## src/rtl/cam_pkg.sv

```systemverilog
// cam_pkg: shared constants and types for the operand addressing logic
`default_nettype none
package cam_pkg;
  localparam int unsigned DATA_W = 8;
  localparam logic [7:0] FLAG_REG_ADDR = 8'hF7;
  localparam int unsigned FLAG_GIE_BIT = 0;
  localparam int unsigned FLAG_ZERO_BIT = 1;
  localparam int unsigned FLAG_CARRY_BIT = 2;
  localparam int unsigned FLAG_SUPER_BIT = 3;
  localparam int unsigned FLAG_BANK_BIT = 4;
  localparam logic [7:0] FLAGS_RESET = 8'h02;
  // bits that user code may write; reserved and supervisory bits excluded
  localparam logic [7:0] FLAGS_USER_MASK = 8'h17;
  localparam logic [7:0] ACC_RESET = 8'h00;
  localparam logic [7:0] IDX_RESET = 8'h00;
  localparam logic [7:0] STACK_TOP_PTR_RESET = 8'h00;
  localparam logic [1:0] LEN_SHORT = 2'h2;
  localparam logic [1:0] LEN_LONG = 2'h3;

  typedef enum logic [2:0] {
    CAM_SRC_IMM     = 3'b000,
    CAM_SRC_DIR     = 3'b001,
    CAM_SRC_IDX     = 3'b010,
    CAM_DST_DIR     = 3'b011,
    CAM_DST_IDX     = 3'b100,
    CAM_DST_DIR_IMM = 3'b101
  } cam_mode_t;

  typedef enum logic [1:0] {
    CAM_REG_ACC = 2'b00,
    CAM_REG_IDX = 2'b01,
    CAM_REG_FLG = 2'b10,
    CAM_REG_STACK_TOP_PTR = 2'b11
  } cam_reg_sel_t;

  typedef enum logic [2:0] {
    CAM_OP_MOV = 3'b000,
    CAM_OP_ADD = 3'b001,
    CAM_OP_OR  = 3'b010,
    CAM_OP_AND = 3'b011,
    CAM_OP_XOR = 3'b100
  } cam_alu_op_t;
endpackage
`default_nettype wire

```

## src/rtl/cam_addr_decode.sv

```systemverilog
// cam_addr_decode: operand fetch, address forming and write-back per addressing mode
`default_nettype none
// How it works
// [RULE_01] source-immediate writes A, F, stack top or X
// [RULE_02] immediate arithmetic combines with destination register
// [RULE_03] source-direct reads byte-two address into A/X
// [RULE_04] source modes: named A/X is second source
// [RULE_05] source-indexed address is byte two plus X
// [RULE_06] five single-operand modes are two bytes long
// [RULE_07] destination-direct writes A/X to byte-two address
// [RULE_08] destination-direct arithmetic reads destination first
// [RULE_09] destination-indexed address byte two plus X, source A
// [RULE_10] destination-indexed arithmetic reads location, A unchanged
// [RULE_11] direct-immediate is three bytes, third is source
// [RULE_12] opcode alone picks RAM or register space
// [RULE_13] destination moves never read the destination
// [RULE_14] flags read at F7; set via OR/AND immediate
// [RULE_15] flag bit 4 selects register-space bank
// [RULE_16] user writes never change supervisory bit
module cam_addr_decode #(
  parameter int unsigned PC_W = 16
) (
  // clock and reset
  input wire logic i_mclk,
  input wire logic i_rst_n,
  // instruction issue from the sequencer
  input wire logic i_start,
  input wire cam_pkg::cam_mode_t i_mode,
  input wire cam_pkg::cam_reg_sel_t i_reg_sel,
  input wire cam_pkg::cam_alu_op_t i_alu_op,
  input wire logic i_reg_space,
  input wire logic [PC_W-1:0] i_pc,
  // supervisory state control from the core
  input wire logic i_super_set,
  input wire logic i_super_clr,
  // program memory port
  output logic o_pm_rd,
  output logic [PC_W-1:0] o_pm_addr,
  input wire logic [7:0] i_pm_rdata,
  // data port: RAM or register space
  output logic o_mem_rd,
  output logic o_mem_wr,
  output logic o_mem_space,
  output logic o_mem_bank,
  output logic [7:0] o_mem_addr,
  output logic [7:0] o_mem_wdata,
  input wire logic [7:0] i_mem_rdata,
  // status and core registers
  output logic o_busy,
  output logic o_done,
  output logic [1:0] o_len,
  output logic [7:0] o_acc,
  output logic [7:0] o_idx,
  output logic [7:0] o_flags,
  output logic [7:0] o_stack_top_ptr
);
  typedef enum logic [2:0] {
    ST_IDLE   = 3'b000,
    ST_FETCH1 = 3'b001,
    ST_OP1    = 3'b010,
    ST_FETCH2 = 3'b011,
    ST_OP2    = 3'b100,
    ST_MWAIT  = 3'b101,
    ST_EXEC   = 3'b110
  } cam_state_t;

  function automatic logic is_dest(input cam_pkg::cam_mode_t m);
    is_dest = (m == cam_pkg::CAM_DST_DIR) || (m == cam_pkg::CAM_DST_IDX) || (m == cam_pkg::CAM_DST_DIR_IMM);
  endfunction
  function automatic logic [1:0] instr_len(input cam_pkg::cam_mode_t m);
    instr_len = (m == cam_pkg::CAM_DST_DIR_IMM) ? cam_pkg::LEN_LONG : cam_pkg::LEN_SHORT;
  endfunction

  cam_state_t state_q;
  cam_pkg::cam_mode_t mode_q;
  cam_pkg::cam_reg_sel_t sel_q;
  cam_pkg::cam_alu_op_t op_q;
  logic space_q;
  logic [PC_W-1:0] pc_q;
  logic [7:0] op1_q;
  logic [7:0] op2_q;
  logic [7:0] acc_q;
  logic [7:0] idx_q;
  logic [7:0] stack_top_ptr_q;
  logic [7:0] flags_q;
  logic pm_rd_q;
  logic [PC_W-1:0] pm_addr_q;
  logic mem_rd_q;
  logic mem_wr_q;
  logic mem_space_q;
  logic mem_bank_q;
  logic [7:0] mem_addr_q;
  logic [7:0] mem_wdata_q;
  logic done_q;
  logic busy_q;
  logic [1:0] len_q;
  logic is_mov;
  logic [7:0] dir_addr;
  logic [7:0] idx_addr;
  logic [7:0] rd_val;
  logic [7:0] reg_val;
  logic [7:0] dst_src;
  logic [7:0] alu_a;
  logic [7:0] alu_b;
  logic [7:0] alu_res;
  logic alu_carry;
  logic alu_zero;
  logic exec_imm;
  logic reg_wr;
  logic last_step;

  assign is_mov = (op_q == cam_pkg::CAM_OP_MOV);
  assign dir_addr = i_pm_rdata;
  assign idx_addr = 8'(i_pm_rdata + idx_q); // RULE_05 RULE_09
  assign exec_imm = (state_q == ST_OP1) && (mode_q == cam_pkg::CAM_SRC_IMM);
  assign reg_wr = exec_imm || ((state_q == ST_EXEC) && !is_dest(mode_q));
  // the step after which the instruction's results stand; done and busy both follow it
  assign last_step = exec_imm || (state_q == ST_EXEC) || ((state_q == ST_OP2) && is_mov)
    || ((state_q == ST_OP1) && is_dest(mode_q) && is_mov && (mode_q != cam_pkg::CAM_DST_DIR_IMM));
  // the flag register never reaches the bus; it answers at its own address
  assign rd_val = (space_q && (mem_addr_q == cam_pkg::FLAG_REG_ADDR)) ? flags_q : i_mem_rdata; // RULE_14
  assign reg_val = (sel_q == cam_pkg::CAM_REG_ACC) ? acc_q : (sel_q == cam_pkg::CAM_REG_IDX) ? idx_q
    : (sel_q == cam_pkg::CAM_REG_FLG) ? flags_q : stack_top_ptr_q;
  // source of destination modes: indexed always takes A, direct the named register, direct-immediate byte three
  assign dst_src = (mode_q == cam_pkg::CAM_DST_IDX) ? acc_q // RULE_09
    : (mode_q == cam_pkg::CAM_DST_DIR_IMM) ? op2_q // RULE_11
    : reg_val; // RULE_07
  // destination arithmetic takes the addressed location first, source arithmetic the named register
  assign alu_a = ((state_q == ST_EXEC) && is_dest(mode_q)) ? rd_val : reg_val; // RULE_04 RULE_08 RULE_10
  assign alu_b = (state_q != ST_EXEC) ? i_pm_rdata : is_dest(mode_q) ? dst_src : rd_val; // RULE_02 RULE_04
  cam_alu u_alu (
    .i_op(op_q),
    .i_a(alu_a),
    .i_b(alu_b),
    .o_res(alu_res),
    .o_carry(alu_carry),
    .o_zero(alu_zero)
  );

  // sequencing and operand capture
  always_ff @(posedge i_mclk) begin
    if (!i_rst_n) begin
      state_q <= ST_IDLE;
      mode_q <= cam_pkg::CAM_SRC_IMM;
      sel_q <= cam_pkg::CAM_REG_ACC;
      op_q <= cam_pkg::CAM_OP_MOV;
      space_q <= 1'b0;
      pc_q <= '0;
      op1_q <= 8'h00;
      op2_q <= 8'h00;
    end else begin
      case (state_q)
        ST_IDLE: begin
          if (i_start) begin
            state_q <= ST_FETCH1;
            mode_q <= i_mode;
            sel_q <= i_reg_sel;
            op_q <= i_alu_op;
            space_q <= i_reg_space; // RULE_12
            pc_q <= i_pc;
          end
        end
        ST_FETCH1: state_q <= ST_OP1;
        ST_OP1: begin
          op1_q <= i_pm_rdata;
          state_q <= last_step ? ST_IDLE : (mode_q == cam_pkg::CAM_DST_DIR_IMM) ? ST_FETCH2 : ST_MWAIT;
        end
        ST_FETCH2: state_q <= ST_OP2;
        ST_OP2: begin
          op2_q <= i_pm_rdata; // RULE_11
          state_q <= is_mov ? ST_IDLE : ST_MWAIT;
        end
        ST_MWAIT: state_q <= ST_EXEC;
        ST_EXEC: state_q <= ST_IDLE;
        default: state_q <= ST_IDLE;
      endcase
    end
  end
  // program memory fetches of operand bytes
  always_ff @(posedge i_mclk) begin
    if (!i_rst_n) begin
      pm_rd_q <= 1'b0;
      pm_addr_q <= '0;
    end else begin
      pm_rd_q <= 1'b0;
      if ((state_q == ST_IDLE) && i_start) begin
        pm_rd_q <= 1'b1;
        pm_addr_q <= PC_W'(i_pc + 1'b1);
      end else if ((state_q == ST_OP1) && (mode_q == cam_pkg::CAM_DST_DIR_IMM)) begin
        pm_rd_q <= 1'b1;
        pm_addr_q <= PC_W'(pc_q + 2'h2);
      end
    end
  end
  // data port: address forming, reads and write-backs
  always_ff @(posedge i_mclk) begin
    if (!i_rst_n) begin
      mem_rd_q <= 1'b0;
      mem_wr_q <= 1'b0;
      mem_space_q <= 1'b0;
      mem_bank_q <= 1'b0;
      mem_addr_q <= 8'h00;
      mem_wdata_q <= 8'h00;
    end else begin
      mem_rd_q <= 1'b0;
      mem_wr_q <= 1'b0;
      if ((state_q == ST_OP1) && (mode_q != cam_pkg::CAM_SRC_IMM) && (mode_q != cam_pkg::CAM_DST_DIR_IMM)) begin
        mem_space_q <= space_q; // RULE_12
        mem_bank_q <= space_q & flags_q[cam_pkg::FLAG_BANK_BIT]; // RULE_15
        if ((mode_q == cam_pkg::CAM_SRC_IDX) || (mode_q == cam_pkg::CAM_DST_IDX)) begin
          mem_addr_q <= idx_addr; // RULE_05 RULE_09
        end else begin
          mem_addr_q <= dir_addr; // RULE_03 RULE_07
        end
        if (is_dest(mode_q) && is_mov) begin
          mem_wr_q <= 1'b1; // RULE_13
          mem_wdata_q <= dst_src; // RULE_07 RULE_09
        end else begin
          mem_rd_q <= 1'b1; // RULE_03 RULE_08 RULE_10
        end
      end else if (state_q == ST_OP2) begin
        mem_space_q <= space_q;
        mem_bank_q <= space_q & flags_q[cam_pkg::FLAG_BANK_BIT]; // RULE_15
        mem_addr_q <= op1_q;
        if (is_mov) begin
          mem_wr_q <= 1'b1; // RULE_13
          mem_wdata_q <= i_pm_rdata;
        end else begin
          mem_rd_q <= 1'b1; // RULE_08
        end
      end else if ((state_q == ST_EXEC) && is_dest(mode_q)) begin
        mem_wr_q <= 1'b1; // RULE_08 RULE_10
        mem_wdata_q <= alu_res;
      end
    end
  end

  // working, offset and stack registers
  always_ff @(posedge i_mclk) begin
    if (!i_rst_n) begin
      acc_q <= cam_pkg::ACC_RESET;
      idx_q <= cam_pkg::IDX_RESET;
      stack_top_ptr_q <= cam_pkg::STACK_TOP_PTR_RESET;
    end else if (reg_wr) begin
      if (sel_q == cam_pkg::CAM_REG_ACC) acc_q <= alu_res; // RULE_01 RULE_03 RULE_04
      if (sel_q == cam_pkg::CAM_REG_IDX) idx_q <= alu_res; // RULE_01 RULE_03 RULE_04
      if (exec_imm && (sel_q == cam_pkg::CAM_REG_STACK_TOP_PTR)) stack_top_ptr_q <= alu_res; // RULE_01
    end
  end
  // flags: user writes masked, arithmetic updates zero, and ADD also updates carry
  always_ff @(posedge i_mclk) begin
    if (!i_rst_n) begin
      flags_q <= cam_pkg::FLAGS_RESET;
    end else begin
      if (exec_imm && (sel_q == cam_pkg::CAM_REG_FLG)) begin
        flags_q <= (alu_res & cam_pkg::FLAGS_USER_MASK) | (flags_q & ~cam_pkg::FLAGS_USER_MASK); // RULE_14 RULE_16
      end else if ((exec_imm || (state_q == ST_EXEC)) && !is_mov) begin
        flags_q[cam_pkg::FLAG_ZERO_BIT] <= alu_zero;
        if (op_q == cam_pkg::CAM_OP_ADD) begin
          flags_q[cam_pkg::FLAG_CARRY_BIT] <= alu_carry;
        end
      end
      // only the core moves the supervisory bit; set wins over clear
      if (i_super_set) begin
        flags_q[cam_pkg::FLAG_SUPER_BIT] <= 1'b1; // RULE_16
      end else if (i_super_clr) begin
        flags_q[cam_pkg::FLAG_SUPER_BIT] <= 1'b0;
      end
    end
  end

  // completion, busy and instruction length; busy is a flop so the output carries no decode
  always_ff @(posedge i_mclk) begin
    if (!i_rst_n) begin
      done_q <= 1'b0;
      busy_q <= 1'b0;
      len_q <= cam_pkg::LEN_SHORT;
    end else begin
      done_q <= last_step;
      if ((state_q == ST_IDLE) && i_start) begin
        busy_q <= 1'b1;
        len_q <= instr_len(i_mode); // RULE_06 RULE_11
      end else if (last_step) begin
        busy_q <= 1'b0;
      end
    end
  end
  assign o_pm_rd = pm_rd_q;
  assign o_pm_addr = pm_addr_q;
  assign o_mem_rd = mem_rd_q;
  assign o_mem_wr = mem_wr_q;
  assign o_mem_space = mem_space_q;
  assign o_mem_bank = mem_bank_q;
  assign o_mem_addr = mem_addr_q;
  assign o_mem_wdata = mem_wdata_q;
  assign o_busy = busy_q;
  assign o_done = done_q;
  assign o_len = len_q;
  assign o_acc = acc_q;
  assign o_idx = idx_q;
  assign o_flags = flags_q;
  assign o_stack_top_ptr = stack_top_ptr_q;
endmodule
`default_nettype wire

```

## src/rtl/cam_alu.sv

```systemverilog
// cam_alu: combinational second-source combiner for the addressing logic
`default_nettype none
module cam_alu (
  // operation and operands
  input wire cam_pkg::cam_alu_op_t i_op,
  input wire logic [7:0] i_a,
  input wire logic [7:0] i_b,
  // result and flags
  output logic [7:0] o_res,
  output logic o_carry,
  output logic o_zero
);
  logic [8:0] sum;

  always_comb begin
    sum = {1'b0, i_a} + {1'b0, i_b};
    o_carry = 1'b0;
    case (i_op)
      cam_pkg::CAM_OP_ADD: begin
        o_res = sum[7:0];
        o_carry = sum[8];
      end
      cam_pkg::CAM_OP_OR: o_res = i_a | i_b;
      cam_pkg::CAM_OP_AND: o_res = i_a & i_b;
      cam_pkg::CAM_OP_XOR: o_res = i_a ^ i_b;
      default: o_res = i_b;
    endcase
    o_zero = (o_res == 8'h00);
  end
endmodule
`default_nettype wire

```

## config.mk

```make
export PLATFORM = sky130hd
export DESIGN_NAME = cam_addr_decode
export DESIGN_NICKNAME = d
export VERILOG_FILES = /design/src/rtl/cam_pkg.sv /design/src/rtl/cam_addr_decode.sv /design/src/rtl/cam_alu.sv
export SDC_FILE = /design/constraint.sdc
export NUM_CORES = 1
export LEC_CHECK = 0
export ABC_AREA = 1
export BUFFER_PORTS_ARGS = -buffer_cell sky130_fd_sc_hd__buf_4
export CAP_MARGIN = 10
export CORE_MARGIN = 10
export CORE_UTILIZATION = 40
export CTS_BUF_LIST = sky130_fd_sc_hd__clkbuf_8
export DETAILED_ROUTE_END_ITERATION = 10
export HOLD_SLACK_MARGIN = 0.1
export RECOVER_POWER = 50
export SYNTH_ARGS = -nofsm -noshare
export SYNTH_HDL_FRONTEND = slang
export SYNTH_SLANG_ARGS = --single-unit
```

## constraint.sdc

```tcl
create_clock -name i_mclk -period 6.7 [get_ports i_mclk]
set_input_delay 1.005 -clock i_mclk [delete_from_list [all_inputs] [get_ports i_mclk]]
set_output_delay 1.005 -clock i_mclk [all_outputs]
set_load 0.005 [all_outputs]
```

# --- After elaboration in Yosys (flattened, before gate mapping) ---
# Cells that the tools add are included.
op_classes:
  n_eq_ne: 24
  reduce_logical: 44
  mux: 49
  bitwise_logic: 5
  n_addsub: 4
ops:
  columns: ["op", "count"]
  rows:
  - ["2-to-1 mux 8 bit", 17]
  - ["2-to-1 mux 16 bit", 2]
  - ["case mux 8 bit (4 select lines)", 1]
  - ["2-to-1 mux 1 bit", 22]
  - ["equality test 3 bit (second input constant)", 7]
  - ["equality test 3 x 2 -> 1 bit (second input constant)", 6]
  - ["case mux 3 bit (6 select lines)", 1]
  - ["adder 16 x 1 -> 16 bit (second input constant)", 1]
  - ["adder 16 x 2 -> 16 bit (second input constant)", 1]
  - ["logical AND 1 bit", 16]
  - ["2-to-1 mux 3 bit", 4]
  - ["AND reduction 2 bit", 5]
  - ["nonzero test 2 bit", 5]
  - ["adder 8 x 8 -> 9 bit", 1]
  - ["zero test 3 bit", 3]
  - ["inequality test 3 bit (second input constant)", 3]
  - ["nonzero test 3 bit", 3]
  - ["adder 8 bit", 1]
  - ["bitwise AND 8 bit", 1]
  - ["equality test 8 bit (second input constant)", 1]
  - ["zero test 8 bit", 1]
  - ["OR 5 x 8 -> 8 bit", 1]
  - ["OR 8 bit", 1]
  - ["XOR 8 bit", 1]
  - ["other kinds (11)", 21]
word_totals:
  ff_bits: 117
  output_inout_bits: 73
  wordCells: 152

# --- Longest topological paths before layout ---
logic_depth:
  ltp_word: 14
  ltp_mapped: 27
  mapped_depth_nobuf: 26

# --- By module ---
# Synthesis repeated with hierarchy kept, for this count alone.
unflattened:
  hier_cells: 1106
  hier_area_um2: 7040.5
by_module_without_submodules:
  columns: ["mod", "n_inst", "cells_each", "area_each_um2"]
  rows:
  - ["cam_addr_decode", 1, 932, 6109.6]
  - ["cam_alu", 1, 174, 930.9]

# --- Worst setup path after synthesis ---
# OpenSTA, ideal clock, no wires.
synth_timing:
  path_type: "input port to flip-flop"
  start: "input port i_mem_rdata[0]"
  end: "register flags_q[1] (netlist: o_flags[1])"
  arrival_time_ns: 2.761
  setup_time_ns: 0.112
  required_time_ns: 6.588
  cell_stages: 20
  path_slack_ns: 3.827
  path_buffers: 0
  path_cell_list: "nand2_1 > nand3_1 > nand2_1 > inv_1 > nand2_1 > inv_1 > ha_1 > fa_1 > nand2_1 > a21oi_1 > o21ai_0 > nand2_1 > o22ai_1 > nor2_1 > nand2_2 > nor2_1 > nand3_1 > nand2_1 > nand2_1 > nand2_1"
synth_between:
  elab_chain_len: 8
  elab_cells_between_ends: 13
  classes_between: "1 x add/sub; 7 x mux; 4 x bitwise; 1 x reduce/logical"
synth_rtl:
  columns: ["element", "line", "source"]
  rows:
  - ["from (decl)", "cam_addr_decode.sv:47", "input wire logic [7:0] i_mem_rdata,"]
  - ["2-to-1 mux 8 bit *", "cam_addr_decode.sv:121", "assign rd_val = (space_q && (mem_addr_q == cam_pkg::FLAG_REG_ADDR)) ? flags_q : i_mem_rdata;"]
  - ["2-to-1 mux 8 bit (2 in a row)", "cam_addr_decode.sv:130", "assign alu_b = (state_q != ST_EXEC) ? i_pm_rdata : is_dest(mode_q) ? dst_src : rd_val;"]
  - ["adder 8 x 8 -> 9 bit (tied with other cells)", "cam_alu.sv:16", "sum = {1'b0, i_a} + {1'b0, i_b};"]
  - ["case mux 8 bit (4 select lines) *", "cam_alu.sv:18", "case (i_op)"]
  - ["zero test 8 bit", "cam_alu.sv:28", "o_zero = (o_res == 8'h00);"]
  - ["2-to-1 mux 2 bit", "cam_addr_decode.sv:257", "end else if ((exec_imm || (state_q == ST_EXEC)) && !is_mov) begin"]
  - ["2-to-1 mux 2 bit *", "cam_addr_decode.sv:255", "if (exec_imm && (sel_q == cam_pkg::CAM_REG_FLG)) begin"]
  - ["to (signal assigned)", "cam_addr_decode.sv:256", "flags_q <= (alu_res & cam_pkg::FLAGS_USER_MASK) | (flags_q & ~cam_pkg::FLAGS_USER_MASK);"]
  - ["to (signal, indexed assignment)", "cam_addr_decode.sv:258", "flags_q[cam_pkg::FLAG_ZERO_BIT] <= alu_zero;"]
  - ["to (signal, indexed assignment)", "cam_addr_decode.sv:260", "flags_q[cam_pkg::FLAG_CARRY_BIT] <= alu_carry;"]
  - ["to (decl)", "cam_addr_decode.sv:85", "logic [7:0] flags_q;"]
# Every way passes the cells marked *; elsewhere a longest branch is shown, timed or not. The select of a mux whose other input is x is not followed.
# A chain may end at the register's enable or synchronous reset.

==> flow_metrics.py <==
metrics = {
    "outcome": {
        "outcome": "finished with violations",
        "violations": "capacitance limit, slew limit",
    },
    "clock_network": {
        "clockBufferDepth": 2,
        "post-cts-setup-buffers": 0,
        "path_clk_slew_ns": 0.08,
        "hold_buffers": 0,
        "clk_latency_ns": 0.45,
        "post_cts_resized": 0,
        "ctsHtreeMaxLevel": 4,
        "ctsRootBufferMaster": "clkbuf_8",
        "cts_inserted_buffers": 17,
        "cts_tree": "done",
        "clock-sinks": 113,
    },
    "global_route": {
        "grt_max_degree": 70,
        "grt_pass1_vias": 7127,
        "track_usage_pct": 20.8,
        "grt_antenna_before_repair": 0,
        "overflow": 0,
        "grt_pass1_wl_um": 39200,
    },
    "sta": {
        "fin_crit_ns": 4.33,
        "rsz0062_at_grt": "false",
        "postLayoutSetupSlackWorst_ns": 2.37,
        "final_hold_viol_count": 0,
        "setup_viol": 0,
        "period_share_pct": 64.7,
        "hold_ws_ns": 0.453,
        "final_max_slew_viol_count": 70,
        "worst_pin_slew_ns": 2.81,
        "tns_ns": 0,
        "relSlewSlack_pct": -87.3,
        "finalClockSkew_ns": 0.0195,
        "max_freq_mhz": 231,
    },
    "floorplanning": {
        "start_util_pct": 40.8,
        "core_area_mm2": 0.0173,
        "pin_count": 119,
        "die_height_um": 153,
        "die_x_um": 153,
        "dieArea_mm2": 0.0233,
        "rows": 48,
    },
    "detailed_routing": {
        "vias": 7482,
        "routed_wl_um": 25000,
        "drt_pre_antenna_iters": 5,
        "drtAntennaViolNets": 0,
        "avgRoutedWirePerCell_um": 17.7,
        "drc": 0,
        "vias_per_cell": 5.30,
        "drt_iter0_drc": 598,
    },
    "logic_synthesis": {
        "ys_types": 49,
        "synth_ff_type": "dfxtp_1",
        "netlist.area_leader.share_pct": 32.1,
        "synthArstFlopShare_pct": 0,
        "ys_seq_area_share_pct": 32.1,
        "synth_edf_count": 0,
        "synth_most_common_cell": "nand2_1",
        "synth_area_mm2": 0.00705,
        "synth_area_leaders": "dfxtp_1 (32%), nand2_1 (12%), o21ai_0 (8.8%), a21oi_1 (7.5%), inv_1 (7.4%)",
        "yosys.area.top_type": "dfxtp_1",
        "yosys_warnings": 0,
        "syn_inst": 1078,
        "syn_area_per_cell_um2": 6.54,
        "synth_common_cells": "nand2_1 (227), inv_1 (139), o21ai_0 (124)",
        "ys_ff_latch": 113,
    },
    "critical_path": {
        "r2r-end": "o_flags[1]$_SDFFE_PN1P_",
        "r2r_setup_slack_ns": 3.22,
        "critPathBufInv": 3,
        "path_class": "input port to register",
        "path_max_fanout": 69,
        "path_cells": "clkbuf_1 > inv_2 > a21oi_1 > o21ai_0 > inv_1",
        "arrival_ns": 4.72,
        "endpoint_kind": "register",
        "reg2reg_depth": 21,
        "r2r-start": "sel_q[1]$_SDFFE_PN0P_",
        "crit_family": "buffers and inverters",
        "critPathSlowestCell": "clkbuf_1",
        "critPathRequiredTime_ns": 7.09,
        "cp-start-kind": "input port",
        "slowest_delay_ns": 1.94,
    },
    "placed_design": {
        "dp_hpwl_um": 19400,
        "portBuffers": 114,
        "post-place-ws_ns": 3.28,
        "gp_congestion": 0.972,
        "place_area_mm2": 0.00799,
        "placed_cells": 1380,
    },
    "job": {
        "maxCapViolations": 1,
    },
    "worst_hold_path": {
        "hold_start": "op1_q[7]$_SDFFE_PN0P_",
        "worstHoldPathType": "register to register",
        "worstHoldPathCells": 2,
        "holdPathEnd": "op1_q[7]$_SDFFE_PN0P_",
    },
    "cells_and_area": {
        "drive_above_1_share_pct": 14.8,
        "nets": 1247,
        "n_antenna_cell": 0,
        "stdcell_area_mm2": 0.00831,
        "final_core_util_pct": 48.0,
        "area_delta_synth_final_pct": 17.8,
        "fin_cells": 1412,
    },
    "pwr": {
        "powerDensity_mw_per_mm2": 257,
        "fin_total_pwr_mw": 2.13,
        "ir_drop_mv": 0.116,
        "p_leak_nw": 3.89,
    },
}
-- sequential cells by signal, summed over array words and instances, names as in the netlist, 3 cells and up --
register,flops
mode_q,3
o_acc,8
o_flags,5
o_idx,8
o_mem_addr,8
o_mem_wdata,8
o_pm_addr,16
o_stack_top_ptr,8
op1_q,8
op2_q,8
op_q,3
pc_q,16
state_q,3
-- layout make-up --
class	instances	area, um2
repair buffers	115	785
well taps	225	282
fillers	1871	8990
flip-flops and latches	113	2260
multi-input cells	774	4010
clock buffers	18	248
inverters	153	574
clock inverters	14	146
-- metal layers --
layer / wire, um / GRT usage (%) / vias to the layer above
met3: 1800 / 5.19 / 36
met2: 11100 / 32.2 / 266
met4: 563 / 7.13 / 0
met5: 0 / 0 / -
met1: 11500 / 27.4 / 3437
li1: - / - / 3743
-- placed cells by master (no fill, tap or decap), types with 5 or more instances in the layout --
cell type and n:
inv_2 11, a21oi_1 106, nor2_1 95, nand4_1 17
inv_1 139, nand2_2 7, nor2_2 10, xor2_1 8
xnor2_1 5, ha_1 25, a31oi_1 6, clkbuf_8 18
clkbuf_1 21, nand3_2 5, dfxtp_1 113, clkbuf_4 40
o21ai_0 124, nand3_1 68, a211oi_1 5, nand2_1 227
a41oi_1 7, or2_2 6, nor3_1 12, buf_4 54
-- worst max-delay path by stage --
stage,startpoint,to,slack [ns],cells after the start
floorplan,i_mem_rdata[0],o_flags[1]$_SDFFE_PN1P_,3.83,20
global placement,mode_q[2]$_SDFFE_PN0P_,o_flags[1]$_SDFFE_PN1P_,3.19,22
detailed placement,mode_q[2]$_SDFFE_PN0P_,o_flags[1]$_SDFFE_PN1P_,3.28,22
CTS,mode_q[2]$_SDFFE_PN0P_,o_flags[1]$_SDFFE_PN1P_,3.26,22
global route,i_rst_n,o_stack_top_ptr[4]$_SDFFE_PN0P_,2.03,5
finish,i_rst_n,o_acc[2]$_SDFFE_PN0P_,2.37,5
-- tightest hold or removal path, delay by kind of cell, from the launching register on --
kind,cells,cell delay (ns)
AOI/OAI and AO/OA,1,0.05
buffers and inverters,1,0.05
DFF,1,0.30
-- where the power goes --
part           total, mW  internal [mW]  switching [mW]
registers          0.808          0.744          0.0647
logic              0.681          0.223           0.458
clock network      0.645          0.316           0.329
total               2.13           1.28           0.851
-- logic make-up after synthesis --
| logic type | after synthesis | synth area share, % |
|---|---|---|
| flip-flops | 113 | 32.1 |
| AO/OA/AOI/OAI | 269 | 20.7 |
| XOR/XNOR | 13 | 1.61 |
| other | 2 | 0.106 |
| buffers and inverters | 193 | 11.1 |
| adder cells (fa/ha/maj) | 27 | 5.00 |
| AND/OR/NAND/NOR | 461 | 29.4 |
Note: power is estimated with default switching activity, not from simulation.
